[config.mk]
export PLATFORM = sky130hd
export DESIGN_NAME = measurement_trigger_sequencer
export DESIGN_NICKNAME = d
export VERILOG_FILES = /design/src/trig_seq_pkg.sv /design/src/measurement_trigger_sequencer.sv
export SDC_FILE = /design/constraint.sdc
export NUM_CORES = 1
export LEC_CHECK = 0
export BUFFER_PORTS_ARGS = -buffer_cell sky130_fd_sc_hd__buf_2
export CAP_MARGIN = 20
export CORE_MARGIN = 10
export CORE_UTILIZATION = 35
export CTS_BUF_LIST = sky130_fd_sc_hd__clkbuf_2
export DETAILED_ROUTE_END_ITERATION = 8
export GPL_TIMING_DRIVEN = 1
export HOLD_SLACK_MARGIN = 0.03
export MAX_ROUTING_LAYER = met4
export PLACE_DENSITY = 0.59
export SLEW_MARGIN = 20
export SYNTH_ARGS = -nofsm -noshare
export SYNTH_HDL_FRONTEND = slang
export SYNTH_SLANG_ARGS = --single-unit
[constraint.sdc]
create_clock -name clk_sys_i -period 10.1 [get_ports clk_sys_i]
set_clock_uncertainty 0.2 [all_clocks]
set_input_delay 1.01 -clock clk_sys_i [delete_from_list [all_inputs] [get_ports clk_sys_i]]
set_output_delay 1.01 -clock clk_sys_i [all_outputs]
set_load 0.005 [all_outputs]
[src/trig_seq_pkg.sv]
// Constants, types and the register map of the measurement trigger sequencer.
package trig_seq_pkg;
	// Clock rate and derived timing.
	localparam int CLK_MHZ = 10;
	localparam int DLY_STEP_US = 100;
	localparam int STEP_CYC = DLY_STEP_US * CLK_MHZ;
	localparam int DONE_PULSE_US = 2;
	localparam int DONE_CYC = DONE_PULSE_US * CLK_MHZ;
	// Count and delay limits.
	localparam int CNT_W = 16;
	localparam int DLY_W = 26;
	localparam logic [15:0] LOCAL_CNT_MAX = 16'h07D0;
	localparam logic [15:0] DISPLAY_CNT_MAX = 16'h270F;
	localparam logic [25:0] DLY_MAX = 26'h2255100;
	localparam logic [15:0] CNT_RESET = 16'h0001;
	// Register byte offsets.
	localparam logic [7:0] OFS_CTRL = 8'h00;
	localparam logic [7:0] OFS_SAMP = 8'h04;
	localparam logic [7:0] OFS_TRIG = 8'h08;
	localparam logic [7:0] OFS_DELAY = 8'h0C;
	localparam logic [7:0] OFS_CMD = 8'h10;
	localparam logic [7:0] OFS_STATUS = 8'h14;
	localparam logic [7:0] OFS_SAMP_LOC = 8'h18;
	localparam logic [7:0] OFS_TRIG_LOC = 8'h1C;
	// Control fields and their values after reset.
	localparam int CTRL_REMOTE = 0;
	localparam int CTRL_SRC_LO = 1;
	localparam int CTRL_AUTO_DLY = 3;
	localparam int CTRL_LOCAL_EXT = 4;
	localparam logic [4:0] CTRL_RESET = 5'h08;
	// Command fields.
	localparam int CMD_INIT = 0;
	localparam int CMD_TRG = 1;
	localparam int CMD_ABORT = 2;
	// Remote trigger sources.
	localparam logic [1:0] SRC_IMM = 2'h0;
	localparam logic [1:0] SRC_BUS = 2'h1;
	localparam logic [1:0] SRC_EXT = 2'h2;
	// Measurement function codes seen by the automatic delay.
	localparam logic [2:0] FN_DC = 3'h0;
	localparam logic [2:0] FN_AC = 3'h1;
	localparam logic [2:0] FN_RES = 3'h2;
	localparam logic [2:0] FN_FREQ = 3'h3;
	localparam logic [2:0] FN_CAP = 3'h4;
	// Automatic delay figures in microseconds.
	localparam int AD_DC_SLOW_US = 1500;
	localparam int AD_DC_FAST_US = 1000;
	localparam int AD_AC_R3_US = 7000000;
	localparam int AD_AC_R20_US = 1000000;
	localparam int AD_AC_R200_US = 600000;
	localparam int AD_AC_L3_US = 1500000;
	localparam int AD_AC_L20_US = 200000;
	localparam int AD_AC_L200_US = 100000;
	localparam int AD_RS_LO_US = 1500;
	localparam int AD_RS_MID_US = 15000;
	localparam int AD_RF_LO_US = 1000;
	localparam int AD_RF_MID_US = 10000;
	localparam int AD_R_HI_US = 100000;
	localparam int AD_FREQ_US = 1000000;
	// Sequencer states.
	typedef enum logic [2:0] {ST_IDLE, ST_WAIT, ST_DELAY, ST_MEAS, ST_DONE} seq_state_t;
	// Measurement setup that selects the automatic delay.
	typedef struct packed {
		logic [2:0] func;
		logic plc_ge1;
		logic [1:0] range;
		logic [1:0] filter;
	} auto_cfg_t;
endpackage : trig_seq_pkg

[src/measurement_trigger_sequencer.sv]
// Trigger sequencer: idle, wait-for-event, settling delay, measurement and completion pulse.
//
// Our own choices: strobed register access and the address map.
`timescale 1ns/10ps
// What this block does
// - Measure only after leaving idle and then triggering in wait-for-event.
// - Each accepted trigger yields exactly the programmed sample count of measurements.
// - Accept trigger count events, then idle; total is triggers times samples.
// - After a group, wait for next trigger if any remain, else idle.
// - Immediate source triggers internally on entering wait-for-event.
// - Immediate source exists only remotely and is the remote default.
// - Bus trigger command gives one trigger event with bus source.
// - Initiate command moves the sequencer from idle into wait-for-event.
// - External source takes front key press or outside pulse as trigger.
// - Emit a low-true completion pulse after every single measurement.
// - Sample count goes up to 2000 by local entry and up to 65535 remotely, volatile, one after power-up.
// - Trigger count goes up to 2000 by local entry and up to 65535 remotely, volatile, one after power-up.
// - Trigger count is ignored locally and only applies remotely.
// - Local entry caps counts at 2000; above 9999 shows overload.
// - Wait the trigger delay before each measurement so input settles.
// - Manual delay spans 0 to 3600 s in 100 us steps.
// - Automatic delay after power-up; manual delay is volatile.
// - Automatic delay follows function, range, integration time and filter.
// - Automatic delay values per function as in the delay table.
// - Local auto triggering measures continuously from power-up.
module measurement_trigger_sequencer #(
	parameter int CNT_W = trig_seq_pkg::CNT_W
) (
	// Clock, reset and clock enable.
	input wire logic clk_sys_i,
	input wire logic rst_n_i,
	input wire logic ce_i,
	// Register port.
	input wire logic [7:0] reg_addr_i,
	input wire logic [31:0] reg_wdata_i,
	input wire logic reg_wr_i,
	input wire logic reg_rd_i,
	output logic [31:0] reg_rdata_o,
	// Measurement setup and handshake with the converter.
	input wire trig_seq_pkg::auto_cfg_t auto_cfg_i,
	input wire logic meas_done_i,
	output logic meas_start_o,
	// Pins.
	input wire logic outside_trigger_input_n_i,
	input wire logic trigger_key_n_i,
	output logic measure_done_pulse_n_o,
	// Front status.
	output logic ready_o,
	output logic samp_overload_indication_o,
	output logic trig_overload_indication_o
);
	if (CNT_W < 14 || CNT_W > 32) begin : g_bad_cnt_w
		$error("CNT_W must lie between 14 and 32");
	end

	// Converts a delay in microseconds to delay steps.
	function automatic logic [25:0] us2st(input int us);
		us2st = 26'(us / trig_seq_pkg::DLY_STEP_US);
	endfunction : us2st

	// Automatic delay in steps for the given setup and trigger mode.
	function automatic logic [25:0] auto_steps(input trig_seq_pkg::auto_cfg_t c, input logic rem);
		logic [25:0] v;
		v = 26'h0000000;
		case (c.func)
			trig_seq_pkg::FN_DC: v = us2st(c.plc_ge1 ? trig_seq_pkg::AD_DC_SLOW_US :
				trig_seq_pkg::AD_DC_FAST_US);
			trig_seq_pkg::FN_AC: begin
				if (c.filter == 2'h0) begin
					v = us2st(rem ? trig_seq_pkg::AD_AC_R3_US : trig_seq_pkg::AD_AC_L3_US);
				end else if (c.filter == 2'h1) begin
					v = us2st(rem ? trig_seq_pkg::AD_AC_R20_US : trig_seq_pkg::AD_AC_L20_US);
				end else begin
					v = us2st(rem ? trig_seq_pkg::AD_AC_R200_US : trig_seq_pkg::AD_AC_L200_US);
				end
			end
			trig_seq_pkg::FN_RES: begin
				if (c.range == 2'h0) begin
					v = us2st(c.plc_ge1 ? trig_seq_pkg::AD_RS_LO_US : trig_seq_pkg::AD_RF_LO_US);
				end else if (c.range == 2'h1) begin
					v = us2st(c.plc_ge1 ? trig_seq_pkg::AD_RS_MID_US : trig_seq_pkg::AD_RF_MID_US);
				end else begin
					v = us2st(trig_seq_pkg::AD_R_HI_US);
				end
			end
			trig_seq_pkg::FN_FREQ: v = rem ? us2st(trig_seq_pkg::AD_FREQ_US) : 26'h0000000;
			default: v = 26'h0000000;
		endcase
		auto_steps = v;
	endfunction : auto_steps

	// Clamps a written count to at least one and to an optional ceiling.
	function automatic logic [CNT_W-1:0] clamp_cnt(input logic [31:0] w, input logic cap);
		logic [CNT_W-1:0] v;
		v = w[CNT_W-1:0];
		if (w[CNT_W-1:0] == '0) begin
			v = CNT_W'(trig_seq_pkg::CNT_RESET);
		end
		if (cap && w > 32'(trig_seq_pkg::LOCAL_CNT_MAX)) begin
			v = CNT_W'(trig_seq_pkg::LOCAL_CNT_MAX);
		end
		clamp_cnt = v;
	endfunction : clamp_cnt

	logic [4:0] ctrl_ff;
	logic [CNT_W-1:0] samp_cnt_ff;
	logic [CNT_W-1:0] trigger_events_item_ff;
	logic [25:0] dly_ff;
	trig_seq_pkg::seq_state_t state_ff;
	logic [CNT_W-1:0] samp_left_ff;
	logic [CNT_W-1:0] trig_left_ff;
	logic [25:0] dly_left_ff;
	logic [9:0] pre_ff;
	logic [4:0] pulse_ff;
	logic [2:0] ext_sync_ff;
	logic [2:0] key_sync_ff;
	logic meas_start_ff;
	logic done_n_ff;
	logic [31:0] rdata_ff;
	logic ready_ff;
	logic samp_ovl_ff;
	logic trig_ovl_ff;

	// Register decode and command strobes.
	wire wr_ctrl = reg_wr_i && reg_addr_i == trig_seq_pkg::OFS_CTRL;
	wire wr_samp = reg_wr_i && reg_addr_i == trig_seq_pkg::OFS_SAMP;
	wire wr_trig = reg_wr_i && reg_addr_i == trig_seq_pkg::OFS_TRIG;
	wire wr_samp_loc = reg_wr_i && reg_addr_i == trig_seq_pkg::OFS_SAMP_LOC;
	wire wr_trig_loc = reg_wr_i && reg_addr_i == trig_seq_pkg::OFS_TRIG_LOC;
	wire wr_dly = reg_wr_i && reg_addr_i == trig_seq_pkg::OFS_DELAY;
	wire wr_cmd = reg_wr_i && reg_addr_i == trig_seq_pkg::OFS_CMD;
	wire cmd_init = wr_cmd && reg_wdata_i[trig_seq_pkg::CMD_INIT];
	wire cmd_trg = wr_cmd && reg_wdata_i[trig_seq_pkg::CMD_TRG];
	wire cmd_abort = wr_cmd && reg_wdata_i[trig_seq_pkg::CMD_ABORT];

	// Mode fields.
	wire remote = ctrl_ff[trig_seq_pkg::CTRL_REMOTE];
	wire [1:0] src = ctrl_ff[trig_seq_pkg::CTRL_SRC_LO +: 2];
	wire auto_dly = ctrl_ff[trig_seq_pkg::CTRL_AUTO_DLY];
	wire local_ext = ctrl_ff[trig_seq_pkg::CTRL_LOCAL_EXT];

	// Falling edges of the synchronised outside input and front key.
	wire ext_edge = ext_sync_ff[2] && !ext_sync_ff[1];
	wire key_edge = key_sync_ff[2] && !key_sync_ff[1];
	wire ext_event = ext_edge || key_edge;

	// Trigger selection; immediate exists only under remote control.
	wire remote_trig = (src == trig_seq_pkg::SRC_IMM) ||
		(src == trig_seq_pkg::SRC_BUS && cmd_trg) ||
		(src == trig_seq_pkg::SRC_EXT && ext_event);
	wire local_trig = local_ext ? ext_event : 1'b1;
	wire trig_now = remote ? remote_trig : local_trig;

	// Delay to apply before each sample.
	wire [25:0] dly_steps = auto_dly ? auto_steps(auto_cfg_i, remote) : dly_ff;
	wire step_end = pre_ff == 10'(trig_seq_pkg::STEP_CYC - 1);
	wire pulse_end = pulse_ff == 5'(trig_seq_pkg::DONE_CYC - 1);
	wire more_samp = samp_left_ff > CNT_W'(1);
	wire more_trig = !remote || trig_left_ff > CNT_W'(1);

	// Read multiplexer; unmapped offsets read zero.
	wire [31:0] status_word = {24'h000000, 1'b0, samp_ovl_ff, trig_ovl_ff, 2'h0, state_ff};
	wire [31:0] rd_mux =
		(reg_addr_i == trig_seq_pkg::OFS_CTRL) ? {27'h0000000, ctrl_ff} :
		(reg_addr_i == trig_seq_pkg::OFS_SAMP) ? 32'(samp_cnt_ff) :
		(reg_addr_i == trig_seq_pkg::OFS_TRIG) ? 32'(trigger_events_item_ff) :
		(reg_addr_i == trig_seq_pkg::OFS_DELAY) ? {6'h00, dly_ff} :
		(reg_addr_i == trig_seq_pkg::OFS_STATUS) ? status_word : 32'h00000000;

	// Settings registers, volatile with fixed power-up values.
	always_ff @(posedge clk_sys_i) begin
		if (!rst_n_i) begin
			ctrl_ff <= trig_seq_pkg::CTRL_RESET;
			samp_cnt_ff <= CNT_W'(trig_seq_pkg::CNT_RESET);
			trigger_events_item_ff <= CNT_W'(trig_seq_pkg::CNT_RESET);
			dly_ff <= 26'h0000000;
		end else if (ce_i) begin
			if (wr_ctrl) begin
				ctrl_ff <= reg_wdata_i[4:0];
			end
			if (wr_samp || wr_samp_loc) begin
				samp_cnt_ff <= clamp_cnt(reg_wdata_i, wr_samp_loc);
			end
			if (wr_trig || wr_trig_loc) begin
				trigger_events_item_ff <= clamp_cnt(reg_wdata_i, wr_trig_loc);
			end
			if (wr_dly) begin
				dly_ff <= (reg_wdata_i > 32'(trig_seq_pkg::DLY_MAX)) ? trig_seq_pkg::DLY_MAX :
					reg_wdata_i[25:0];
			end
		end
	end

	// Pin synchronisers and edge history.
	always_ff @(posedge clk_sys_i) begin
		if (!rst_n_i) begin
			ext_sync_ff <= 3'h7;
			key_sync_ff <= 3'h7;
		end else if (ce_i) begin
			ext_sync_ff <= {ext_sync_ff[1:0], outside_trigger_input_n_i};
			key_sync_ff <= {key_sync_ff[1:0], trigger_key_n_i};
		end
	end

	// Sequencer state machine.
	always_ff @(posedge clk_sys_i) begin
		if (!rst_n_i) begin
			state_ff <= trig_seq_pkg::ST_IDLE;
			samp_left_ff <= '0;
			trig_left_ff <= '0;
			dly_left_ff <= 26'h0000000;
			pre_ff <= 10'h000;
			pulse_ff <= 5'h00;
			meas_start_ff <= 1'b0;
			done_n_ff <= 1'b1;
		end else if (ce_i) begin
			meas_start_ff <= 1'b0;
			if (cmd_abort) begin
				state_ff <= trig_seq_pkg::ST_IDLE;
				done_n_ff <= 1'b1;
			end else begin
				case (state_ff)
					trig_seq_pkg::ST_IDLE: begin
						if (cmd_init || !remote) begin
							state_ff <= trig_seq_pkg::ST_WAIT;
							trig_left_ff <= trigger_events_item_ff;
						end
					end
					trig_seq_pkg::ST_WAIT: begin
						if (trig_now) begin
							state_ff <= trig_seq_pkg::ST_DELAY;
							samp_left_ff <= samp_cnt_ff;
							dly_left_ff <= dly_steps;
							pre_ff <= 10'h000;
						end
					end
					trig_seq_pkg::ST_DELAY: begin
						if (dly_left_ff == 26'h0000000) begin
							state_ff <= trig_seq_pkg::ST_MEAS;
							meas_start_ff <= 1'b1;
						end else if (step_end) begin
							pre_ff <= 10'h000;
							dly_left_ff <= dly_left_ff - 26'h0000001;
						end else begin
							pre_ff <= pre_ff + 10'h001;
						end
					end
					trig_seq_pkg::ST_MEAS: begin
						if (meas_done_i) begin
							state_ff <= trig_seq_pkg::ST_DONE;
							done_n_ff <= 1'b0;
							pulse_ff <= 5'h00;
						end
					end
					trig_seq_pkg::ST_DONE: begin
						if (!pulse_end) begin
							pulse_ff <= pulse_ff + 5'h01;
						end else begin
							done_n_ff <= 1'b1;
							if (more_samp) begin
								state_ff <= trig_seq_pkg::ST_DELAY;
								samp_left_ff <= samp_left_ff - CNT_W'(1);
								dly_left_ff <= dly_steps;
								pre_ff <= 10'h000;
							end else if (more_trig) begin
								state_ff <= trig_seq_pkg::ST_WAIT;
								trig_left_ff <= trig_left_ff - CNT_W'(1);
							end else begin
								state_ff <= trig_seq_pkg::ST_IDLE;
							end
						end
					end
					default: state_ff <= trig_seq_pkg::ST_IDLE;
				endcase
			end
		end
	end

	// Read data, ready indicator and overload display.
	always_ff @(posedge clk_sys_i) begin
		if (!rst_n_i) begin
			rdata_ff <= 32'h00000000;
			ready_ff <= 1'b0;
			samp_ovl_ff <= 1'b0;
			trig_ovl_ff <= 1'b0;
		end else if (ce_i) begin
			rdata_ff <= reg_rd_i ? rd_mux : 32'h00000000;
			ready_ff <= state_ff == trig_seq_pkg::ST_WAIT;
			samp_ovl_ff <= 32'(samp_cnt_ff) > 32'(trig_seq_pkg::DISPLAY_CNT_MAX);
			trig_ovl_ff <= 32'(trigger_events_item_ff) > 32'(trig_seq_pkg::DISPLAY_CNT_MAX);
		end
	end

	assign reg_rdata_o = rdata_ff;
	assign meas_start_o = meas_start_ff;
	assign measure_done_pulse_n_o = done_n_ff;
	assign ready_o = ready_ff;
	assign samp_overload_indication_o = samp_ovl_ff;
	assign trig_overload_indication_o = trig_ovl_ff;
endmodule : measurement_trigger_sequencer

# [Word level (Yosys, flattened, before mapping)]
# Index checks and enable logic that the tools add are counted.
[classes] add_sub_neg=5 n_div=5 order_cmp=6 n_eq_ne=35 muxes=64 n_bitwise=1 reduce_logical=50
[op_table] operator="2-to-1 mux 26 bit" n=16
[op_table] operator="divider 32 x 8 -> 32 bit (second input constant)" n=5
[op_table] operator="2-to-1 mux 16 bit" n=10
[op_table] operator="case mux 26 bit (4 select lines)" n=1
[op_table] operator="case mux 26 bit (3 select lines)" n=1
[op_table] operator="case mux 16 bit (2 select lines)" n=2
[op_table] operator="2-to-1 mux 10 bit" n=5
[op_table] operator="2-to-1 mux 20 bit" n=2
[op_table] operator="equality test 8 x 5 -> 1 bit (second input constant)" n=4
[op_table] operator="> comparator 16 x 1 -> 1 bit (second input constant)" n=2
[op_table] operator="> comparator 16 x 14 -> 1 bit (second input constant)" n=2
[op_table] operator="> comparator 32 x 11 -> 1 bit (second input constant)" n=1
[op_table] operator="> comparator 32 x 26 -> 1 bit (second input constant)" n=1
[op_table] operator="subtractor 16 x 1 -> 16 bit (second input constant)" n=2
[op_table] operator="case mux 10 bit (3 select lines)" n=1
[op_table] operator="zero test 26 bit" n=1
[op_table] operator="subtractor 26 x 1 -> 26 bit (second input constant)" n=1
[op_table] operator="2-to-1 mux 23 bit" n=1
[op_table] operator="inequality test 2 bit (second input constant)" n=10
[op_table] operator="2-to-1 mux 3 bit" n=6
[op_table] operator="equality test 8 x 4 -> 1 bit (second input constant)" n=2
[op_table] operator="logical AND 1 bit" n=16
[op_table] operator="zero test 16 bit" n=1
[op_table] operator="inequality test 3 bit (second input constant)" n=5
[op_table] operator="other kinds (34)" n=68
[word_totals] regBits=182 out_inout_bits=37 wordCells=184

# [Longest topological paths before layout]
# Gate-level depths: netlist of the first run.
[depth] word_depth=10 ltp_mapped=26 depth_no_buf=22

# [Worst setup path after synthesis of the first run]
# No wires, ideal clock.
[synth_timing] path_kind="in2reg" start="input auto_cfg_i[1] in the netlist's numbering" end="register dly_left_ff[1]" setup_ns=0.122 arrival_time_ns=6.203 required_time_ns=9.778 path_slack_ns=3.575 path_stages=25 cell_sequence="buf_2 -> nor2_1 -> ha_1 -> buf_6 -> buf_2 -> inv_1 -> ha_1 -> or3b_2 -> nand4_1 -> o22a_1 -> nand2_1 -> o22ai_2 -> nand3_4 -> o2111a_1 -> or4b_1 -> buf_2 -> nor3_1 -> buf_2 -> ha_1 -> nor4b_4 -> nor3b_4 -> nor4b_2 -> and2_4 -> a2111oi_2 -> o311a_1"
[synth_between] elab_chain_cells=8 word_cells_on_any_way=10
[synth_lines] element="start, declared" line="measurement_trigger_sequencer.sv:40" source="input wire trig_seq_pkg::auto_cfg_t auto_cfg_i,"
[synth_lines] element="equality test 2 x 1 -> 1 bit" line="measurement_trigger_sequencer.sv:71" source="end else if (c.filter == 2'h1) begin"
[synth_lines] element="2-to-1 mux 26 bit" line="measurement_trigger_sequencer.sv:71"
[synth_lines] element="2-to-1 mux 26 bit *" line="measurement_trigger_sequencer.sv:69" source="if (c.filter == 2'h0) begin"
[synth_lines] element="case mux 26 bit (4 select lines) *" line="measurement_trigger_sequencer.sv:65" source="case (c.func)"
[synth_lines] element="2-to-1 mux 26 bit *" line="measurement_trigger_sequencer.sv:155" source="wire [25:0] dly_steps = auto_dly ? auto_steps(auto_cfg_i, remote) : dly_ff;"
[synth_lines] element="2-to-1 mux 26 bit" line="measurement_trigger_sequencer.sv:260" source="if (more_samp) begin"
[synth_lines] element="2-to-1 mux 26 bit" line="measurement_trigger_sequencer.sv:256" source="if (!pulse_end) begin"
[synth_lines] element="case mux 26 bit (3 select lines) *" line="measurement_trigger_sequencer.sv:222" source="case (state_ff)"
[synth_lines] element="end signal, assigned" line="measurement_trigger_sequencer.sv:233" source="dly_left_ff <= dly_steps;"
[synth_lines] element="end signal, assigned" line="measurement_trigger_sequencer.sv:243" source="dly_left_ff <= dly_left_ff - 26'h0000001;"
[synth_lines] element="end signal, assigned" line="measurement_trigger_sequencer.sv:263" source="dly_left_ff <= dly_steps;"
[synth_lines] element="end, declared" line="measurement_trigger_sequencer.sv:112" source="logic [25:0] dly_left_ff;"
# Every way passes the cells marked *; elsewhere a longest branch is shown, timed or not. The select of a mux whose other input is x is not followed.
# A chain may end at the register's enable or synchronous reset.

# [Worst setup path in the final report of the first run]
[layout_timing] start="register ctrl_ff[0]" end="register dly_left_ff[1]"
[layout_between] elab_chain_cells=9 word_cells_on_any_way=17
[layout_lines] element="start, declared" line="measurement_trigger_sequencer.sv:105" source="logic [4:0] ctrl_ff;"
[layout_lines] element="start signal, assigned" line="measurement_trigger_sequencer.sv:173" source="ctrl_ff <= trig_seq_pkg::CTRL_RESET;"
[layout_lines] element="start signal, assigned" line="measurement_trigger_sequencer.sv:179" source="ctrl_ff <= reg_wdata_i[4:0];"
[layout_lines] element="2-to-1 mux 20 bit, on equally long branches" line="measurement_trigger_sequencer.sv:74, measurement_trigger_sequencer.sv:72"
[layout_lines] element="divider 32 x 8 -> 32 bit" line="measurement_trigger_sequencer.sv:58" source="us2st = 26'(us / trig_seq_pkg::DLY_STEP_US);"
[layout_lines] element="2-to-1 mux 26 bit" line="measurement_trigger_sequencer.sv:71"
[layout_lines] element="2-to-1 mux 26 bit" line="measurement_trigger_sequencer.sv:69"
[layout_lines] element="case mux 26 bit (4 select lines)" line="measurement_trigger_sequencer.sv:65"
[layout_lines] element="2-to-1 mux 26 bit" line="measurement_trigger_sequencer.sv:155"
[layout_lines] element="2-to-1 mux 26 bit" line="measurement_trigger_sequencer.sv:260"
[layout_lines] element="2-to-1 mux 26 bit" line="measurement_trigger_sequencer.sv:256"
[layout_lines] element="case mux 26 bit (3 select lines)" line="measurement_trigger_sequencer.sv:222"
# Parallel ways exist; a longest one is shown, timed or not. The select of a mux whose other input is x is not followed.

==> results.md, run 1 <==
- Longest Clk Path Bufs: 2
- Die area: 0.0408 mm^2
- Synth Flop Type: dfxtp_1
- Gr ovfl total: 0
- Critical Path RT: 10.64 ns
- Post-synth top area share: 0.304
- Cell count after synthesis: 1538
- Crit-path leading delay family: simple AND/OR/NAND/NOR gates
- Tot GR Track Use: 0.190
- H-tree levels: 4
- Routability cong.: 0.885
- Core area: 0.0326 mm^2
- Post-Synthesis Cell Area: 0.0116 mm^2
- Initial antenna violation count: 3
- Power Density: 132 mW/mm^2
- Root Driver: clkbuf_2
- Slew Limit Fails: 0
- Largest net degree at the start of global routing: 85
- DRT Pass-1 Iters: 6
- Peak supply drop: 0.0662 mV
- Mean Syn Cell Area: 7.54 um^2
- Critical path type: register to register
- Max stage delay on crit path: 0.48 ns
- Antenna Nets Post-Route: 0
- Remaining DRCs: 0
- Relative slew slack: 0.276
- Worst Hold Class: primary input to register
- Worst Setup End Kind: register
- I/O Buffers: 86
- Io pins: 93
- Post-route setup TNS: 0 ns
- Crit path buf inv count: 4
- Vias in the first global route: 11214
- CTS clk-pin slew, worst paths: 0.30 ns
- Fill cells: 3456
- Share of cells above drive strength 1: 0.136
- Fin Hold WS: 0.190 ns
- TritonCTS buffer count: 17
- DP HPWL: 28400 um
- Top cells by count, synth: 235 x nor2_1, 176 x dfxtp_1, 147 x a21oi_1
- Post-DR wirelength/cell: 19.4 um
- Ys Warns: 0
- Critical-path top delay cell: nor3b_1
- Final min period: 6.53 ns
- Initial core utilization: 0.355
- First-pass GRT wire length: 62200 um
- Crit path cell chain: buf_4 > inv_2 > ha_1 > buf_4 > inv_1 > ha_1 > ha_1 > nor2_1 > o21a_1 > nor3b_1 > o211ai_1 > a21oi_4 > mux2i_4 > ha_1 > nor4_1 > nor2_1 > nor2_1 > o21bai_1 > nand4b_1 > nor2_1 > and2_4 > a2111oi_2 > o311a_1
- Synth top area cells: dfxtp_1 30%, nor2_1 7.6%, a21oi_1 6.3%
- Period utilization: 0.647
- Vias per cell: 5.85
- Final-stage net count: 1650
- TritonCTS sink count: 176
- Critical path launch point type: register
- Initial DRC count: 1055
- Post-synth EDFFs: 0
- Die X: 202 um
- CTS tree: built
- Die height: 202 um
- Fin. Hold Viols: 0
- Worst path arrival time: 7.07 ns
- Count leader, synth: nor2_1
- Status: finished, final reports clean
- Part of the Yosys area used for sequential elements: 0.304
- FP Rows: 66
- Yosys cell types: 101
- # setup viols final: 0
- Finished Cell Area: 0.0126 mm^2
- Async SR Flop Fraction: 0
- Max_cap viols: 0
- Cell taking the most area after synthesis: dfxtp_1
- #FFs+latches synth: 176
- Post-CTS resize count: 0
- Placed cell areas: 0.0123 mm^2
- CTS Hold Bufs: 0
- DR vias: 11816
- Layout area overhead: 8.46%
- Clock Latency Late Sink: 0.84 ns
- Worst Tran Pin Value: 1.07 ns
- Fmax: 153 MHz
- Drt total wl: 39100 um
- Total setup buffers inserted after CTS: 0
- Critical path peak fanout: 23
- Leakage power: 4.68 nW
- RSZ-0062 raised after global routing: no
## report_power, final
part / internal, mW / switching (mW)
Sequential: 0.722 / 0.0283
Clock: 0.142 / 0.284
Combinational: 0.168 / 0.322
Total: 1.03 / 0.634
## sequential cells by signal, indices dropped and copies added (netlist names), 3 cells and up
name / cells
dly_left_ff: 26
pre_ff: 10
samp_left_ff: 16
reg_rdata_o: 26
state_ff: 3
samp_cnt_ff: 16
key_sync_ff: 3
trigger_events_item_ff: 16
pulse_ff: 5
ctrl_ff: 5
dly_ff: 26
ext_sync_ff: 3
trig_left_ff: 16
## stage by stage
step,std cells,power (mW),utilization,setup slack [ns]
finish,2020,1.67,0.385,3.57
global route,2020,1.76,0.385,2.98
CTS,2017,1.66,0.385,3.64
detailed placement,1985,1.24,0.377,2.74
global placement,1985,1.24,0.377,2.93
floorplan,1543,1.11,-,3.58
## kinds of logic (layout without fill, tap and decap cells)
group                    count (synthesis)  count (layout)  synth area share
AND/OR/NAND/NOR                        589             589             0.249
multiplexers                            35              35            0.0382
adder cells (fa/ha/maj)                 32              32            0.0345
XOR/XNOR                                27              27            0.0204
other                                    1               9          0.000324
AO/OA/AOI/OAI                          521             521             0.298
flip-flops                             176             176             0.304
buffers and inverters                  157             189            0.0553
## per-layer routing
| metal | global-route usage | up-vias | part of all wire |
|---|---|---|---|
| li1 | - | 5710 | - |
| met1 | 0.256 | 5663 | 0.46 |
| met2 | 0.290 | 409 | 0.45 |
| met3 | 0.0350 | 34 | 0.067 |
| met4 | 0.0430 | 0 | 0.014 |
| met5 | - | - | 0 |
## worst min-delay path, cell delays in order
cell	delay, ns
buf_2	0.08
mux2i_1	0.05
nand2_1	0.06
## path summary, 6_finish.rpt
check	start	endpoint	slack (ns)	cells past startpoint
worst max-delay path	ctrl_ff[0]$_SDFFE_PN0P_	dly_left_ff[1]$_SDFFE_PN0P_	3.57	23
worst max register to register	ctrl_ff[0]$_SDFFE_PN0P_	dly_left_ff[1]$_SDFFE_PN0P_	3.57	23
worst min-delay path	outside_trigger_input_n_i	ext_sync_ff[0]$_SDFFE_PN1P_	0.19	3
worst min register to register	meas_start_o$_SDFFE_PN0P_	meas_start_o$_SDFFE_PN0P_	0.28	2
## layout make-up
cell class,count,area [um^2],share of cell area
multi-input cells,1210,7450,0.593
flip-flops and latches,176,3520,0.280
repair buffers,103,558,0.0444
well taps,442,553,0.0440
inverters,54,206,0.0164
clock inverters,15,183,0.0145
clock buffers,17,85.1,0.00677
diodes,3,7.51,0.000597
## cells in the final DEF (no fill, tap or decap), types with 17 or more instances in the layout
master / n
nor2_1: 235
dfxtp_1: 176
a21oi_1: 147
o21ai_0: 118
nand2_1: 105
buf_2: 86
a22oi_1: 70
nor3_1: 52
inv_1: 50
ha_1: 32
nand3_1: 29
a31oi_1: 26
nor4_1: 21
or3_1: 20
a211oi_1: 19
nand2b_1: 18
o221a_2: 18
nand4_1: 17
clkbuf_2: 17
buf_4: 17
(Power assumes the default switching activity.)
==> inputs of run 2 (changes only) <==
- PLACE_DENSITY: 0.59 -> 0.61
- clock period: 10.1 -> 5.6 ns (I/O delays scaled with it)
==> run 2 against run 1 <==
  * Utilization grew 1.8 points
  * Global-route usage is 0.11 points lower
  * Clock power rose by 56%
  * Register-to-register slack got worse by 3.2 ns
  * Cell area is 4.6% higher
  * Die area is the same
  * Routed wire length rose by 1.3%
  * Cell count grew 3.3%
  * Combinational power up 93%
  * First-iteration DRC count grew 4.4%
  * Count of clock-buffer cells in the layout is the same
  * Critical endpoint unchanged
==> results.md, run 2 (synthesis results as in run 1) <==
- Status: finished, final reports clean
- Max stage delay on crit path: 0.58 ns
- Die X: 202 um
- Gr ovfl total: 0
- Largest net degree at the start of global routing: 78
- Slack of the worst reg-to-reg path: 0.36 ns
- Multi-input gate area: 0.00751 mm^2
- Worst path arrival time: 5.75 ns
- Worst Tran Pin Value: 1.10 ns
- TritonCTS sink count: 176
- Worst Setup SP: ctrl_ff[0]$_SDFFE_PN0P_
- Relative slew slack: 0.259
- Hold Path Depth: 6
- Die height: 202 um
- Fin. Hold Viols: 0
- Layout Cells excl Fill: 2086
- First-pass GRT wire length: 62100 um
- Initial antenna violation count: 3
- Io pins: 93
- Drt total wl: 39600 um
- CTS Hold Bufs: 31
- Vias in the first global route: 11192
- Critical-path top delay cell: a222oi_1
- Post-CTS resize count: 0
- Die area: 0.0408 mm^2
- Hold Crit Start: reg_wdata_i[29]
- CTS tree: built
- Most Frequent Cell on Critical Path: ha_1
- Final min period: 5.24 ns
- Longest Clk Path Bufs: 2
- Reg2reg path depth: 17
- Share of cells above drive strength 1: 0.155
- Post-DR wirelength/cell: 19.0 um
- I/O Buffers: 86
- Layout area overhead: 13.5%
- FP Rows: 66
- Leakage power: 4.98 nW
- Pwr Total: 2.96 mW
- Fill cells: 3371
- CTS clk-pin slew, worst paths: 0.29 ns
- Worst Setup End Kind: register
- Commonest non-fill, non-tap cell in the layout: nor2_1
- Critical path type: register to register
- Antenna Nets Post-Route: 0
- Period utilization: 0.935
- Post-route setup TNS: 0 ns
- Crit-path leading delay family: simple AND/OR/NAND/NOR gates
- Final-stage net count: 1716
- Core area: 0.0326 mm^2
- Remaining DRCs: 0
- Clock Latency Late Sink: 0.80 ns
- Crit path cell chain: inv_2 > ha_1 > inv_1 > ha_1 > ha_1 > nor2_1 > a21oi_1 > a222oi_1 > or4b_1 > nor3_2 > ha_1 > nor4b_4 > nor3b_4 > nor4b_2 > and2_4 > a2111oi_2 > o311a_1
- Critical path peak fanout: 14
- Most frequent cells in the layout: 234 x nor2_1, 175 x dfxtp_1, 147 x a21oi_1, 118 x o21ai_0, 104 x nand2_1
- Total setup buffers inserted after CTS: 0
- Reg2reg end: dly_left_ff[1]$_SDFFE_PN0P_
- Routability cong.: 0.932
- DRT Pass-1 Iters: 5
- TritonCTS buffer count: 17
- Worst Hold Class: primary input to register
- FF-to-FF Start: ctrl_ff[0]$_SDFFE_PN0P_
- Placed cells: 2020
- Fmax: 191 MHz
- DP HPWL: 28700 um
- RSZ-0062 raised after global routing: no
- Crit path buf inv count: 2
- Slew Limit Fails: 0
- # setup viols final: 0
- Root Driver: clkbuf_2
- Worst Hold End: dly_ff[25]$_SDFFE_PN0P_
- Initial DRC count: 1101
- Critical Path RT: 6.12 ns
- Peak supply drop: 0.150 mV
- Initial core utilization: 0.355
- DR vias: 12154
- Critical path launch point type: register
- Tot GR Track Use: 0.189
- FF+latch area: 0.00352 mm^2
- Max_cap viols: 0
- H-tree levels: 4
- Power Density: 225 mW/mm^2
- Vias per cell: 5.83
## run 2: cell count changes in the layout (fill, tap and decap cells not counted), moves of 2 or more
cell and change:
bufinv_16 -2, dlygate4sd3_1 +31, buf_4 +35, clkinv_4 +2, clkinvlp_4 -2, ha_4 +2, ha_1 -2
## run 2: cell type report
type                    count  area share
flip-flops and latches    176       0.268
clock inverters            15      0.0102
clock buffers              17     0.00647
repair buffers            169      0.0860
diodes                      3    0.000571
well taps                 442      0.0421
multi-input cells        1210       0.571
inverters                  54      0.0157
## run 2: worst min-delay path: stages
cell	delay, ns
buf_2	0.08
nor2_1	0.03
nand2_1	0.07
or2_2	0.17
nor2_1	0.05
nor3_1	0.11
## run 2: metal layers
metal,vias up,global-route usage,wire [um],share of wire
met4,0,0.0497,758,0.019
met3,48,0.0309,2610,0.066
met1,5828,0.253,17900,0.45
li1,5835,-,-,-
met5,-,-,0,0
met2,443,0.290,18300,0.46
## run 2: per-stage QoR
step | setup WS [ns] | hold WS, ns | area (um^2) | utilization
2_1_floorplan | 0.00455 | 0.231 | 11700 | -
3_3_place_gp | 0.217 | 0.251 | 12600 | 0.387
3_5_place_dp | 0.0515 | 0.257 | 12600 | 0.387
4_1_cts | 0.439 | 0.0396 | 13100 | 0.403
5_1_grt | 0.0530 | 0.0769 | 13100 | 0.403
6_report | 0.364 | 0.0918 | 13100 | 0.403
## run 2: worst max-delay path by stage
stage                     slack [ns]  cells after the start                     endpoint
final                           0.36                     17  dly_left_ff[1]$_SDFFE_PN0P_
after global routing            0.05                     19  dly_left_ff[1]$_SDFFE_PN0P_
after CTS                       0.44                     19  dly_left_ff[1]$_SDFFE_PN0P_
after detailed placement        0.05                     20  dly_left_ff[1]$_SDFFE_PN0P_
after global placement          0.22                     20  dly_left_ff[1]$_SDFFE_PN0P_
after floorplan                0.005                     24  dly_left_ff[1]$_SDFFE_PN0P_
## run 2: power breakdown
| part | switching, mW | total, mW | internal [mW] |
|---|---|---|---|
| Sequential | 0.0501 | 1.35 | 1.30 |
| Combinational | 0.594 | 0.942 | 0.348 |
| Clock | 0.495 | 0.661 | 0.167 |
| Total | 1.14 | 2.96 | 1.82 |
==> inputs of run 3 (changes only) <==
- RECOVER_POWER: unset -> 25
==> run 3 against run 2 <==
  * The run now ends with max-capacitance violations, max-slew violations left
  * Critical path depth stayed put
  * Largest cell class unchanged
  * Flip-flop and latch count stayed put
  * Count of clock-buffer cells in the layout stayed put
==> results.md, run 3 (synthesis results as in run 1) <==
- Initial antenna violation count: 3
- CTS tree: built
- Worst setup path end: dly_left_ff[1]$_SDFFE_PN0P_
- Slew Limit Fails: 78
- FF-to-FF Start: ctrl_ff[0]$_SDFFE_PN0P_
- Io pins: 93
- Die X: 202 um
- Most Frequent Cell on Critical Path: ha_1
- Worst path arrival time: 5.72 ns
- Total setup buffers inserted after CTS: 0
- Worst Setup SP: ctrl_ff[0]$_SDFFE_PN0P_
- Worst Setup End Kind: register
- Hold Path Depth: 6
- Largest net degree at the start of global routing: 78
- Critical path launch point type: register
- First-pass GRT wire length: 62100 um
- Fmax: 192 MHz
- Antenna Nets Post-Route: 0
- Peak supply drop: 0.150 mV
- Final min period: 5.22 ns
- Period utilization: 0.931
- Fin. Hold Viols: 0
- Routability cong.: 0.932
- # setup viols final: 0
- Status: finished with violations
- Pwr Total: 2.96 mW
- Root Driver: clkbuf_2
- Drt total wl: 39500 um
- Clock Latency Late Sink: 0.79 ns
- Placed cell areas: 0.0126 mm^2
- Max stage delay on crit path: 0.58 ns
- Worst Hold Class: primary input to register
- Relative slew slack: -0.136
- Post-route setup TNS: 0 ns
- Remaining DRCs: 0
- CTS Hold Bufs: 31
- DRT Pass-1 Iters: 6
- TritonCTS buffer count: 17
- Power Density: 226 mW/mm^2
- Tot GR Track Use: 0.189
- DP HPWL: 28700 um
- Worst Tran Pin Value: 1.70 ns
- Die height: 202 um
- Vias per cell: 5.85
- Post-CTS resize count: 0
- Layout area overhead: 13.1%
- I/O Buffers: 86
- Critical path peak fanout: 14
- Reg2reg end: dly_left_ff[1]$_SDFFE_PN0P_
- Most frequent cells in the layout: 234 x nor2_1, 175 x dfxtp_1, 147 x a21oi_1, 118 x o21ai_0, 104 x nand2_1
- Critical Path RT: 6.11 ns
- Commonest non-fill, non-tap cell in the layout: nor2_1
- Gr ovfl total: 0
- Initial core utilization: 0.355
- Max_cap viols: 1
- Leakage power: 4.84 nW
- Core area: 0.0326 mm^2
- H-tree levels: 4
- Crit path cell chain: inv_2 > ha_1 > inv_1 > ha_1 > ha_1 > nor2_1 > a21oi_1 > a222oi_1 > or4b_1 > nor3_2 > ha_1 > nor4b_4 > nor3b_4 > nor4b_2 > and2_4 > a2111oi_2 > o311a_1
- Die area: 0.0408 mm^2
- Slack of the worst reg-to-reg path: 0.38 ns
- CTS clk-pin slew, worst paths: 0.28 ns
- Critical path type: register to register
- Vias in the first global route: 11192
- Longest Clk Path Bufs: 2
- Critical-path top delay cell: a222oi_1
- DR vias: 12207
- Failing checks: max-capacitance violations, max-slew violations
- Finished Cell Area: 0.0131 mm^2
- FP Rows: 66
- Share of cells above drive strength 1: 0.137
- Reg2reg path depth: 17
- RSZ-0062 raised after global routing: no
- Final-stage net count: 1716
- TritonCTS sink count: 176
- Initial DRC count: 1187
- Post-DR wirelength/cell: 18.9 um
## run 3: cell count changes in the layout (fill, tap and decap cells not counted)
cell and change:
and2_0 +1, and2_1 -1, buf_2 -31, buf_4 -2, clkbuf_1 +31, clkbuf_2 +2, clkinv_2 -1, clkinvlp_2 +1
## run 3: per-layer routing
layer | part of all wire | track usage | up-vias
li1 | - | - | 5837
met1 | 0.45 | 0.253 | 5869
met2 | 0.46 | 0.290 | 451
met3 | 0.065 | 0.0309 | 50
met4 | 0.020 | 0.0497 | 0
met5 | 0 | - | -
## run 3: power breakdown
group          switching [mW]  internal (mW)  total [mW]
Sequential             0.0502           1.30        1.35
Combinational           0.596          0.347       0.944
Clock                   0.493          0.167       0.660
## run 3: area by class of cell
type | instances | area, um^2
inverter | 54 | 206
clock inverter | 15 | 134
clock buffer | 17 | 85.1
sequential | 176 | 3520
multi-input combinational | 1210 | 7510
timing repair buffer | 169 | 1090
tap | 442 | 553
fill | 3383 | 19500
antenna | 3 | 7.51
## run 3: how the worst min path moves through the flow
stage / startpoint / end / slack, ns
2_1_floorplan: trig_left_ff[14]$_SDFFE_PN0P_ / trig_left_ff[14]$_SDFFE_PN0P_ / 0.23
3_3_place_gp: dly_left_ff[25]$_SDFFE_PN0P_ / dly_left_ff[25]$_SDFFE_PN0P_ / 0.25
3_5_place_dp: trig_left_ff[14]$_SDFFE_PN0P_ / trig_left_ff[14]$_SDFFE_PN0P_ / 0.26
4_1_cts: reg_wdata_i[29] / dly_ff[25]$_SDFFE_PN0P_ / 0.04
5_1_grt: auto_cfg_i[7] / dly_left_ff[1]$_SDFFE_PN0P_ / 0.08
6_report: reg_wdata_i[29] / dly_ff[25]$_SDFFE_PN0P_ / 0.1
## run 3: worst max-delay path: cells and delay by family (launching register included)
kind            cells  cell delay (ns)
compound gates      4             1.15
fa+ha+maj           4             1.17
buf+inv             2             0.31
flops               1             0.40
simple gates        7             1.89
## run 3: metrics by stage
stage	hold WS (ns)	setup WS [ns]	util	instances
floorplan	0.231	0.00455	-	1543
global placement	0.251	0.217	0.387	2020
detailed placement	0.257	0.0515	0.387	2020
CTS	0.0396	0.439	0.403	2083
global route	0.0769	0.0514	0.402	2086
finish	0.0971	0.385	0.402	2086
